===== src/shared/timer_sleep_consts.svh =====
// Constants for the sleep-capable 16-bit timer: register offsets, field positions and reset values.
`ifndef TIMER_SLEEP_CONSTS_SVH
`define TIMER_SLEEP_CONSTS_SVH
`define ADDR_W 4
`define REG_CONTROL 4'h0
`define REG_COUNT 4'h1
`define REG_CCP 4'h2
`define REG_STATUS 4'h3
`define REG_CLEAR 4'h4
`define REG_ENABLE 4'h5
`define CTL_RUN 0
`define CTL_SYNC_DIS_N 1
`define CTL_CLK_SEL 2
`define CTL_OSC_EN 3
`define CTL_CCP_MODE_LO 4
`define CTL_SPECIAL 6
`define CTL_GIE 7
`define CTL_PEIE 8
`define CTL_RESET 16'h0000
`define EV_OVF 0
`define EV_CAPTURE 1
`define EV_MATCH 2
`define EV_W 3
`endif


===== src/shared/timer_sleep_pkg.sv =====
// Types shared by the sleep-capable 16-bit timer.
package timer_sleep_pkg;
  typedef enum logic [1:0] {
    ccp_off,
    ccp_capture,
    ccp_compare
  } ccp_mode_e;
  typedef struct packed {
    logic write;
    logic read;
    logic [3:0] addr;
    logic [15:0] wdata;
  } bus_req_s;
  typedef struct packed {
    logic wake;
    logic isr_call;
  } wake_s;
endpackage


===== src/hw/timer_sleep_ccp.sv =====
// Sleep-capable 16-bit timer with capture/compare time base and special event clear.
//
// Decided for this implementation: the address-and-strobe port and the address map.
`timescale 1ns/1ps
`default_nettype none
`include "timer_sleep_consts.svh"
module timer_sleep_ccp
  import timer_sleep_pkg::*;
(
  input wire logic ref_clk_in,
  input wire logic reset_in,
  input wire bus_req_s bus_in,
  output logic [15:0] rdata_out,
  input wire logic sleep_in,
  input wire logic instr_tick_in,
  input wire logic osc_tick_in,
  input wire logic capture_event_in,
  input wire logic ext_trigger_in,
  output logic irq_out,
  output wake_s wake_out,
  output logic compare_event_out,
  output logic osc_enable_out
);
  // Register copies and the sticky event state.
  logic [15:0] control;
  logic [15:0] count_pair;
  logic [15:0] capture_compare_pair;
  logic [`EV_W-1:0] status;
  logic [`EV_W-1:0] irq_enable;

  // Decoded control fields and the overflow interrupt enable.
  logic timer_run_enable;
  logic sync_disable_n;
  logic count_clock_select;
  logic secondary_osc_enable;
  logic special_enable;
  logic global_irq_enable;
  logic peripheral_irq_enable;
  logic overflow_irq_enable;
  ccp_mode_e ccp_mode;

  // One-cycle strobes decoded from the register port.
  logic write_control;
  logic write_count;
  logic write_ccp;
  logic write_clear;
  logic write_enable;

  // Counting path.
  logic async_mode;
  logic count_tick;
  logic count_step;
  logic wrap;
  logic match;
  logic capture_now;
  logic special_clear;

  // Next values of every register and output.
  logic [15:0] next_control;
  logic [15:0] next_count_pair;
  logic [15:0] next_capture_compare_pair;
  logic [`EV_W-1:0] next_status;
  logic [`EV_W-1:0] next_irq_enable;
  logic [`EV_W-1:0] events;
  logic next_irq;
  logic next_compare_event;
  logic next_osc_enable;
  wake_s next_wake;
  logic [15:0] next_rdata;

  // Field decode is kept in one place so the rest of the logic reads by name.
  assign timer_run_enable = control[`CTL_RUN];
  assign sync_disable_n = control[`CTL_SYNC_DIS_N];
  assign count_clock_select = control[`CTL_CLK_SEL];
  assign secondary_osc_enable = control[`CTL_OSC_EN];
  assign special_enable = control[`CTL_SPECIAL];
  assign global_irq_enable = control[`CTL_GIE];
  assign peripheral_irq_enable = control[`CTL_PEIE];
  assign overflow_irq_enable = irq_enable[`EV_OVF];

  always_comb begin
    case (control[`CTL_CCP_MODE_LO +: 2])
      2'h1: ccp_mode = ccp_capture;
      2'h2: ccp_mode = ccp_compare;
      default: ccp_mode = ccp_off;
    endcase
  end

  // Writes to the status register or to unmapped offsets decode to nothing and are dropped.
  always_comb begin
    write_control = 1'b0;
    write_count = 1'b0;
    write_ccp = 1'b0;
    write_clear = 1'b0;
    write_enable = 1'b0;
    if (bus_in.write) begin
      case (bus_in.addr)
        `REG_CONTROL: write_control = 1'b1;
        `REG_COUNT: write_count = 1'b1;
        `REG_CCP: write_ccp = 1'b1;
        `REG_CLEAR: write_clear = 1'b1;
        `REG_ENABLE: write_enable = 1'b1;
        default: write_control = 1'b0;
      endcase
    end
  end

  // Asynchronous counting means the oscillator path with synchronisation bypassed.
  assign async_mode = count_clock_select && sync_disable_n;

  // In sleep the instruction clock is gone, so only the async oscillator path may count.
  always_comb begin
    if (count_clock_select) begin
      count_tick = osc_tick_in && secondary_osc_enable;
    end else begin
      count_tick = instr_tick_in;
    end
    if (sleep_in && !async_mode) begin
      count_tick = 1'b0;
    end
  end

  assign count_step = timer_run_enable && count_tick;
  assign match = (ccp_mode == ccp_compare) && (count_pair == capture_compare_pair);
  assign capture_now = (ccp_mode == ccp_capture) && capture_event_in;
  // The trigger is honoured in async mode too, but may be missed there by the prescaling logic outside.
  assign special_clear = (match && special_enable) || ext_trigger_in;
  // A wrap counts only when the increment really lands, so a trigger clear never flags an overflow.
  assign wrap = count_step && !write_count && !special_clear && (count_pair == 16'hFFFF);

  always_comb begin
    next_control = control;
    if (write_control) begin
      next_control = bus_in.wdata;
    end
  end

  // Priority: software write, then trigger clear, then increment.
  always_comb begin
    next_count_pair = count_pair;
    if (write_count) begin
      next_count_pair = bus_in.wdata;
    end else if (special_clear) begin
      next_count_pair = 16'h0000;
    end else if (count_step) begin
      next_count_pair = count_pair + 16'h0001;
    end
  end

  // A capture beats a software write in the same cycle, so a measured event is never lost.
  always_comb begin
    next_capture_compare_pair = capture_compare_pair;
    if (capture_now) begin
      next_capture_compare_pair = count_pair;
    end else if (write_ccp) begin
      next_capture_compare_pair = bus_in.wdata;
    end
  end

  always_comb begin
    next_irq_enable = irq_enable;
    if (write_enable) begin
      next_irq_enable = bus_in.wdata[`EV_W-1:0];
    end
  end

  // Special clear has no path into the overflow bit; only a true wrap sets it.
  always_comb begin
    events = '0;
    events[`EV_OVF] = wrap;
    events[`EV_CAPTURE] = capture_now;
    events[`EV_MATCH] = match;
    next_status = status;
    if (write_clear) begin
      next_status = next_status & ~bus_in.wdata[`EV_W-1:0];
    end
    // Setting after clearing lets an event in the clear cycle survive.
    next_status = next_status | events;
  end

  always_comb begin
    next_irq = |(next_status & next_irq_enable);
    next_compare_event = match;
    next_osc_enable = secondary_osc_enable;
  end

  // Wake needs a real overflow in sleep with the overflow and peripheral enables set.
  always_comb begin
    next_wake = '0;
    if (wrap && sleep_in && overflow_irq_enable && peripheral_irq_enable) begin
      next_wake.wake = 1'b1;
      next_wake.isr_call = global_irq_enable;
    end
  end

  // Read data stand for one cycle only; an idle port and the clear register read zero.
  always_comb begin
    next_rdata = 16'h0000;
    if (bus_in.read) begin
      case (bus_in.addr)
        `REG_CONTROL: next_rdata = control;
        `REG_COUNT: next_rdata = count_pair;
        `REG_CCP: next_rdata = capture_compare_pair;
        `REG_STATUS: next_rdata = {13'h0000, status};
        `REG_ENABLE: next_rdata = {13'h0000, irq_enable};
        default: next_rdata = 16'h0000;
      endcase
    end
  end

  always_ff @(posedge ref_clk_in) begin
    if (reset_in) begin
      control <= `CTL_RESET;
    end else begin
      control <= next_control;
    end
  end

  always_ff @(posedge ref_clk_in) begin
    if (reset_in) begin
      count_pair <= 16'h0000;
    end else begin
      count_pair <= next_count_pair;
    end
  end

  always_ff @(posedge ref_clk_in) begin
    if (reset_in) begin
      capture_compare_pair <= 16'h0000;
    end else begin
      capture_compare_pair <= next_capture_compare_pair;
    end
  end

  always_ff @(posedge ref_clk_in) begin
    if (reset_in) begin
      status <= '0;
    end else begin
      status <= next_status;
    end
  end

  always_ff @(posedge ref_clk_in) begin
    if (reset_in) begin
      irq_enable <= '0;
    end else begin
      irq_enable <= next_irq_enable;
    end
  end

  always_ff @(posedge ref_clk_in) begin
    if (reset_in) begin
      irq_out <= 1'b0;
    end else begin
      irq_out <= next_irq;
    end
  end

  always_ff @(posedge ref_clk_in) begin
    if (reset_in) begin
      compare_event_out <= 1'b0;
    end else begin
      compare_event_out <= next_compare_event;
    end
  end

  always_ff @(posedge ref_clk_in) begin
    if (reset_in) begin
      osc_enable_out <= 1'b0;
    end else begin
      osc_enable_out <= next_osc_enable;
    end
  end

  always_ff @(posedge ref_clk_in) begin
    if (reset_in) begin
      wake_out <= '0;
    end else begin
      wake_out <= next_wake;
    end
  end

  always_ff @(posedge ref_clk_in) begin
    if (reset_in) begin
      rdata_out <= 16'h0000;
    end else begin
      rdata_out <= next_rdata;
    end
  end
endmodule
`default_nettype wire


===== config.mk =====
export PLATFORM = sky130hd
export DESIGN_NAME = timer_sleep_ccp
export DESIGN_NICKNAME = d
export VERILOG_FILES = /design/src/shared/timer_sleep_pkg.sv /design/src/hw/timer_sleep_ccp.sv
export VERILOG_INCLUDE_DIRS = /design/src /design/src/shared
export SDC_FILE = /design/constraint.sdc
export NUM_CORES = 1
export LEC_CHECK = 0
export ABC_AREA = 0
export BUFFER_PORTS_ARGS = -buffer_cell sky130_fd_sc_hd__clkbuf_2
export CAP_MARGIN = 20
export CORE_ASPECT_RATIO = 0.8
export CORE_MARGIN = 5
export CORE_UTILIZATION = 55
export DETAILED_ROUTE_END_ITERATION = 12
export PLACE_DENSITY_LB_ADDON = 0.3
export SETUP_SLACK_MARGIN = 0.1
export SLEW_MARGIN = 20
export SYNTH_ARGS = -nofsm -noshare
export SYNTH_HDL_FRONTEND = slang
export SYNTH_SLANG_ARGS = --single-unit
export TNS_END_PERCENT = 5

===== constraint.sdc =====
create_clock -name ref_clk_in -period 2.12 [get_ports ref_clk_in]
set_input_delay 0.636 -clock ref_clk_in [delete_from_list [all_inputs] [get_ports ref_clk_in]]
set_output_delay 0.636 -clock ref_clk_in [all_outputs]
set_load 0.01 [all_outputs]

After elaboration in Yosys (flattened, before gate mapping)
Index checks and enable logic that the tools add are counted.
{ "classes": {"addsub": 1, "eq_ne": 11, "n_mux": 22, "bitwise_logic": 6, "reduce_logical": 23} }
{ "ops": {"columns": ["operator", "count"], "rows": [
  ["$mux 16", 5],
  ["$pmux 16 s5", 1],
  ["$add 16x1->16 const B", 1],
  ["$eq 16x16->1", 1],
  ["$eq 16x16->1 const B", 1],
  ["$logic_and 1x1->1", 13],
  ["$mux 1", 12],
  ["$eq 4x2->1 const B", 2],
  ["$eq 4x3->1 const B", 2],
  ["$and 3x3->3", 2],
  ["$mux 3", 2],
  ["$eq 2x1->1 const B", 2],
  ["$eq 2x2->1 const B", 2],
  ["$eq 4x1->1 const B", 1],
  ["$logic_not 4->1", 1],
  ["$pmux 2 s2", 1],
  ["$reduce_or 2->1", 2],
  ["$logic_not 1->1", 3],
  ["$not 3->3", 1],
  ["$or 3x3->3", 1],
  ["$reduce_bool 3->1", 1],
  ["$reduce_or 3->1", 1],
  ["$mux 2", 1],
  ["$not 1->1", 2],
  ["2 further kinds", 2]
]} }
{ "totals": {"reg_bits": 75, "output_inout_bits": 21} }

Depth between registers and ports, before layout
Gate-level depths: netlist (run 1).
{ "logic_depth": {"depth_word": 14, "ltp_mapped": 8, "ltp_nobuf": 7} }

Worst setup path after synthesis (run 1)
OpenSTA, ideal clock, no wires.
{ "synth_path": {"kind": "input-to-reg", "from": "input bus_in[17] (netlist bit)", "to": "register count_pair[2]", "arrival_ns": 1.795, "required_time_ns": 2.003, "slack_ns": 0.208, "cell_stages": 6, "path_buffers": 0, "path_cell_list": "nor4b_4 and2_4 or2_1 nor2_2 a32oi_2 nor2_1"} }
{ "synth_between": {"elab_chain_cells": 4} }
{ "synth_lines": {"columns": ["item", "line_no", "text"], "rows": [
  ["from (decl)", "timer_sleep_ccp.sv:12", "input wire bus_req_s bus_in,"],
  ["$eq 4x1->1 (*)", "timer_sleep_ccp.sv:97", "case (bus_in.addr)"],
  ["$mux 1 (*)", "timer_sleep_ccp.sv:97", null],
  ["$mux 1 (*)", "timer_sleep_ccp.sv:96", "if (bus_in.write) begin"],
  ["$reduce_bool 3->1 (no line) or $mux 16 (tied branches)", null, null],
  ["to (signal assigned)", "timer_sleep_ccp.sv:223", "count_pair <= next_count_pair;"],
  ["to (decl)", "timer_sleep_ccp.sv:26", "logic [15:0] count_pair;"]
]} }
Mark *: on every way between the ends. The rest lies on a longest branch, timed or not.
A chain may end at the register's enable or synchronous reset.

Worst setup path in the final report (run 1)
{ "layout_path": {"from": "register count_pair[10]", "to": "register count_pair[11]"} }
{ "layout_between": {"elab_chain_cells": 6} }
{ "layout_lines": {"columns": ["item"], "rows": [
  ["parallel branches: the longest is 6 deep, another holds $add 16x1->16"]
]} }
Parallel ways; which one is timed is not known. The select of a mux whose other input is x is not followed.

==> results of run 1 <==
## layer usage
metal	routed length, um	vias to the layer above	share of wire [%]	GRT usage (%)
met5	0	-	0	0
met4	281	0	2.5	10.59
met3	988	28	8.6	6.697
met2	4908	199	43	37.49
met1	5286	1770	46	37.29
li1	-	1750	-	-
## synth_stat cells, types with 2 or more instances
library cell  number  area [um2]
a22oi_1           14       105.1
nor2_1            66       247.7
a21oi_1           30       150.1
nand3_1           14       70.07
nand3b_1           3       22.52
dfxtp_1           75        1501
a32oi_1            5       43.79
nand2_1           52       195.2
mux2_2            15       168.9
o21ai_0            6       30.03
buf_2             13       65.06
buf_4              2       15.01
nand2b_1           3       18.77
nor3_1             4       20.02
a32oi_2            2       32.53
nor2b_1            7       43.79
mux2i_1           16       160.2
a22o_1             3       26.28
o21ai_1            3       15.01
nor4_1             2       12.51
nor3_4             2       32.53
a211oi_1          17       127.6
xnor2_1           19       166.4
o22ai_1            2       12.51
inv_1             10       37.54
buf_6              3       33.78
nor3_2             3       30.03
clkbuf_1          17       63.81
nand4_1            8       50.05
or2_1              2       12.51
and3_1             4       25.02
a41oi_1            2       17.52
a222oi_1           3       30.03
## final cells by class
cell class,count,area (um2),share of cell area (%)
Tap cell,87,108.9,2.367
Clock buffer,10,127.6,2.776
Sequential cell,75,1505,32.73
Multi-Input combinational cell,338,2203,47.92
Timing Repair Buffer,86,560.5,12.19
Inverter,10,37.54,0.8163
Clock inverter,5,55.05,1.197
## power groups by stage
stage / sequential [mW] / combinational (mW) / clock (mW)
global placement: 1.49 / 0.287 / 0
CTS: 1.46 / 0.294 / 1.09
detailed placement: 1.49 / 0.293 / 0
global route: 1.46 / 0.319 / 1.18
floorplan: 1.47 / 0.182 / 0
finish: 1.46 / 0.300 / 1.06
## critical path: stages, from the launching register on
cell	delay [ns]
dfxtp_1	0.47
or2b_2	0.20
nand4_4	0.13
nor4_4	0.36
buf_4	0.19
a31o_4	0.22
o32a_1	0.16
a21boi_1	0.16
## cells by family (layout without fill, tap and decap cells)
kind of cell,after synthesis,after routing,share of synthesized area [%]
compound gates,104,104,19.58
xor+xnor,20,20,4.464
fa+ha+maj,1,1,0.3188
buf+inv,46,111,5.580
flops,75,75,38.27
mux,31,31,8.386
simple gates,182,182,23.41
## stage by stage
step	hold slack, ns	worst slack [ns]	cell area, um2
final	0.4555	0.1492	4598
after global routing	0.4813	0.01654	4598
after CTS	0.4573	0.1245	4594
after detailed placement	0.4465	0.07455	4412
after global placement	0.4429	0.05647	4412
after floorplan	0.4325	0.2076	3924
## path summary, 6_finish.rpt
kind	to	cells after the start	start	slack (ns)
setup reg to reg	count_pair[11]	7	count_pair[10]	0.15
setup / recovery	count_pair[11]	7	count_pair[10]	0.15
hold / removal	control[12]	2	control[12]	0.46
hold reg to reg	control[12]	2	control[12]	0.46
## state kept, by name, summed over array words and instances, names as in the netlist, 2 cells and up
name and count:
status 3, wake_out 2, count_pair 16, rdata_out 16, irq_enable 3, capture_compare_pair 16, control 16
## repair_timing
item / 4_1_cts / 5_1_grt
setup endpoints to repair: 0 / 14
hold buffers: 0 / 0
resized for setup: 0 / 3
==> out/summary.txt, run 1 <==
RD Place Congestion: 0.9355
Final Critical Period: 1.971 ns
GRT Total Usage: 26.12%
period utilization: 92.96%
# port buffers: 49
net count after synthesis: 489
Setup TNS: 0 ns
Die Ht: 85.55 um
Area Growth Syn to Fin: 17.19%
I/O pin cnt: 50
fin nets: 550
RSZ-0062 raised after global routing: true
Avg Synthesized Cell Area: 8.549 um2
Post-synth EDFFs: 0
synthesized area: 3924 um2
Clk pin slew, worst setup/hold paths: 0.08 ns
ANT cells: 0
num rows: 27
total power: 2.819 mW
clk_skew: 0.01170 ns
crit path kind: reg2reg
main flop type after synthesis: dfxtp_1
vias in the first global route: 3564
DRC: 0
maximum number of pins on one net before global-route repair: 23
vias post-DR: 3747
die width: 104.4 um
die area: 8934 um2
H-tree depth: 3
fin util: 66.40%
synthesized flop and latch total: 75
layout cells sized above 1: 26.53%
Non-Filler Instances: 611
dpl cells: 596
final hold violations: 0
Comb power frac: 10.7%
ys async rst share: 0%
Worst IR Drop VDD: 528.5 uV
top achievable clock speed: 507.4 MHz
fin. max-slew vios: 0
global-route wire length before repair: 18.53 mm
CTS Buf Count: 9
Initial DRT Pass Iterations: 5
Bufs on Longest Clock Path: 2
Psw: 0.7313 mW
Core ar.: 6925 um2
switch share: 25.94%
synth warn: 0
commonest cells after routing, fill and taps aside: 72 x dfxtp_1, 66 x nor2_1, 52 x nand2_1
Initial DRC Count: 311
Critical Path RT: 2.40 ns
CP arrival: 2.25 ns
pwr dens: 613.1 nW/um2
maxcap violations: 0
Critical Path Source Type: flip-flop
slew margin rel.: 71.74%
leakage: 1.844 nW
filler cell count: 591
synth unique cells: 65
crit end category: flip-flop
Crit Path Max Fanout: 8
worst slew pin tran: 0.4240 ns
clock share of power: 37.6%
CTS tree: done
class of the worst hold path: reg2reg
sequential share of power: 51.7%
total clock sinks: 75
Overflow after GRT: 0
Routed Antenna Nets: 0
Post-CTS Setup Bufs: 0
final setup fails: 0
clock latency on the worst-skew pair: 0.36 ns
DR vias/cell: 6.133
status: finished clean
register area share after synthesis: 38.27%
post-DP HPWL: 8.458 mm
Clock Root Buffer: clkbuf_8
Starting Density: 56.66%
initial antenna violation count: 0
Syn Inst Count: 459
Routed Wire Length: 11.47 mm
most common cell after layout, fill and taps aside: dfxtp_1
WL/cell: 18.77 um
Internal Power: 2.088 mW
Note: power is estimated with default switching activity, not from simulation.
==> run 2: changes to the inputs <==
Settings changed: PLACE_DENSITY set to 0.86, PLACE_DENSITY_LB_ADDON 0.3 to unset.
==> out/summary.txt, run 2 (synthesized netlist as in run 1, its figures left out) <==
status: finished clean
most common cell after layout, fill and taps aside: dfxtp_1
Routed Wire Length: 11.76 mm (+2.5%)
Critical Path RT: 2.40 ns (about the same)
Critical Path Sink: count_pair[11]
GRT Total Usage: 26.90% (+0.78 points)
CTS tree: done
WL/cell: 18.93 um (+0.89%)
ANT cells: 0 (unchanged)
hold depth: 2 (unchanged)
die area: 8934 um2 (unchanged)
Reg2Reg Depth: 7 (unchanged)
RSZ-0062 raised after global routing: true
Core ar.: 6925 um2 (unchanged)
Crit Path Max Fanout: 12 (+4)
DRC: 0 (unchanged)
Clock Root Buffer: clkbuf_8
R2R setup slack: 0.16 ns (about the same)
Overflow after GRT: 0 (unchanged)
initial antenna violation count: 0 (unchanged)
die width: 104.4 um (unchanged)
commonest cells after routing, fill and taps aside: 73 x dfxtp_1, 66 x nor2_1, 52 x nand2_1
total clock sinks: 75 (unchanged)
RD Place Congestion: 0.9812 (+4.9%)
final setup fails: 0 (unchanged)
final hold violations: 0 (unchanged)
Starting Density: 56.66% (unchanged)
vias post-DR: 3798 (+1.4%)
global-route wire length before repair: 19.29 mm (+4.1%)
Final Critical Period: 1.956 ns (-0.01450 ns)
fin. max-slew vios: 0 (unchanged)
maxcap violations: 0 (unchanged)
CTS Buf Count: 9 (unchanged)
DR vias/cell: 6.116 (-0.27%)
crit path kind: reg2reg
slew margin rel.: 69.12% (-2.6 points)
clk_skew: 0.006936 ns (-0.004761 ns)
pwr dens: 587.6 nW/um2 (-4.2%)
top achievable clock speed: 511.2 MHz (+0.74%)
Critical Path Source Type: flip-flop
Area Growth Syn to Fin: 17.60%
vias in the first global route: 3791 (+6.4%)
# port buffers: 49 (unchanged)
Die Ht: 85.55 um (unchanged)
num rows: 27 (unchanged)
clock latency on the worst-skew pair: 0.35 ns (about the same)
I/O pin cnt: 50 (unchanged)
worst slew pin tran: 0.4632 ns (+0.03924 ns)
CP Launch Point: control[5]
Setup TNS: 0 ns (unchanged)
Initial DRC Count: 504 (+62%)
Routed Antenna Nets: 0 (unchanged)
fin util: 66.63% (+0.23 points)
CP arrival: 2.24 ns (about the same)
leakage: 1.878 nW (+1.8%)
Worst R2R End: count_pair[11]
period utilization: 92.28% (-0.68 points)
maximum number of pins on one net before global-route repair: 28 (+22%)
Post-CTS Setup Bufs: 0 (unchanged)
post-DP HPWL: 8.703 mm (+2.9%)
Clk pin slew, worst setup/hold paths: 0.07 ns (about the same)
Initial DRT Pass Iterations: 5 (unchanged)
RR Startpoint: control[5]
H-tree depth: 3 (unchanged)
layout cells sized above 1: 27.72% (+1.2 points)
crit end category: flip-flop
class of the worst hold path: reg2reg
Worst IR Drop VDD: 371.0 uV (-30%)
fin nets: 560 (+1.8%)
Bufs on Longest Clock Path: 2 (unchanged)
## run 2: cell types whose count changed in the layout (fill, tap and decap cells not counted)
cell	change
ha_2	+1
dfxtp_2	-1
clkbuf_1	+1
buf_4	+13
buf_12	-3
bufinv_16	-1
clkinv_2	+1
ha_1	-1
clkbuf_8	+1
dfxtp_1	+1
clkinvlp_4	-2
## run 2: per-stage QoR
| step | hold slack (ns) | setup WS, ns | power, mW | instance area, um2 | instances |
|---|---|---|---|---|---|
| floorplan | 0.4325 | 0.2076 | 1.656 | 3924 | 459 |
| global placement | 0.4417 | 0.05481 | 1.777 | 4449 | 606 |
| detailed placement | 0.4475 | 0.004840 | 1.784 | 4449 | 606 |
| CTS | 0.4580 | 0.1821 | 2.717 | 4609 | 621 |
| global route | 0.4840 | 0.06122 | 2.823 | 4614 | 621 |
| finish | 0.4579 | 0.1637 | 2.712 | 4614 | 621 |
## run 2: worst max-delay path, stage by stage, from the launching register on
cell and delay (ns):
dfxtp_1 0.39, nor2b_1 0.25, nand4_4 0.16, nor4_4 0.35
buf_4 0.17, a31o_4 0.25, o32a_1 0.17, a21boi_1 0.14
## run 2: how the worst min path moves through the flow
stage               slack [ns]        start     endpoint
finish                    0.46   control[7]   control[7]
global route              0.48  control[14]  control[14]
CTS                       0.46   control[7]   control[7]
detailed placement        0.45   control[7]   control[7]
global placement          0.44  control[10]  control[10]
floorplan                 0.43   control[7]  wake_out[0]
## run 2: metal layers
metal	vias to the layer above	GRT usage, %	wire, um
met5	-	0	0
met4	0	8.235	226
met3	26	6.396	1342
met2	240	41.75	5180
met1	1758	37.23	5008
li1	1774	-	-
## run 2: cell type report
type	count	area (um2)
inverter	10	37.54
fill	578	2311
clock buffer	12	145.1
timing repair buffer	96	598.1
multi-input combinational	338	2206
sequential	75	1504
tap	87	108.9
clock inverter	3	15.01
## run 2: power by group
group	leakage, nW	switching, mW	internal, mW
Combinational	1.18	0.183	0.127
Clock	0.0860	0.505	0.445
Sequential	0.607	0.0216	1.43
## run 2: what timing repair did
item	4_1_cts	5_1_grt
gates resized for setup	0	3
endpoints found under the setup margin	0	10
hold buffers	0	0
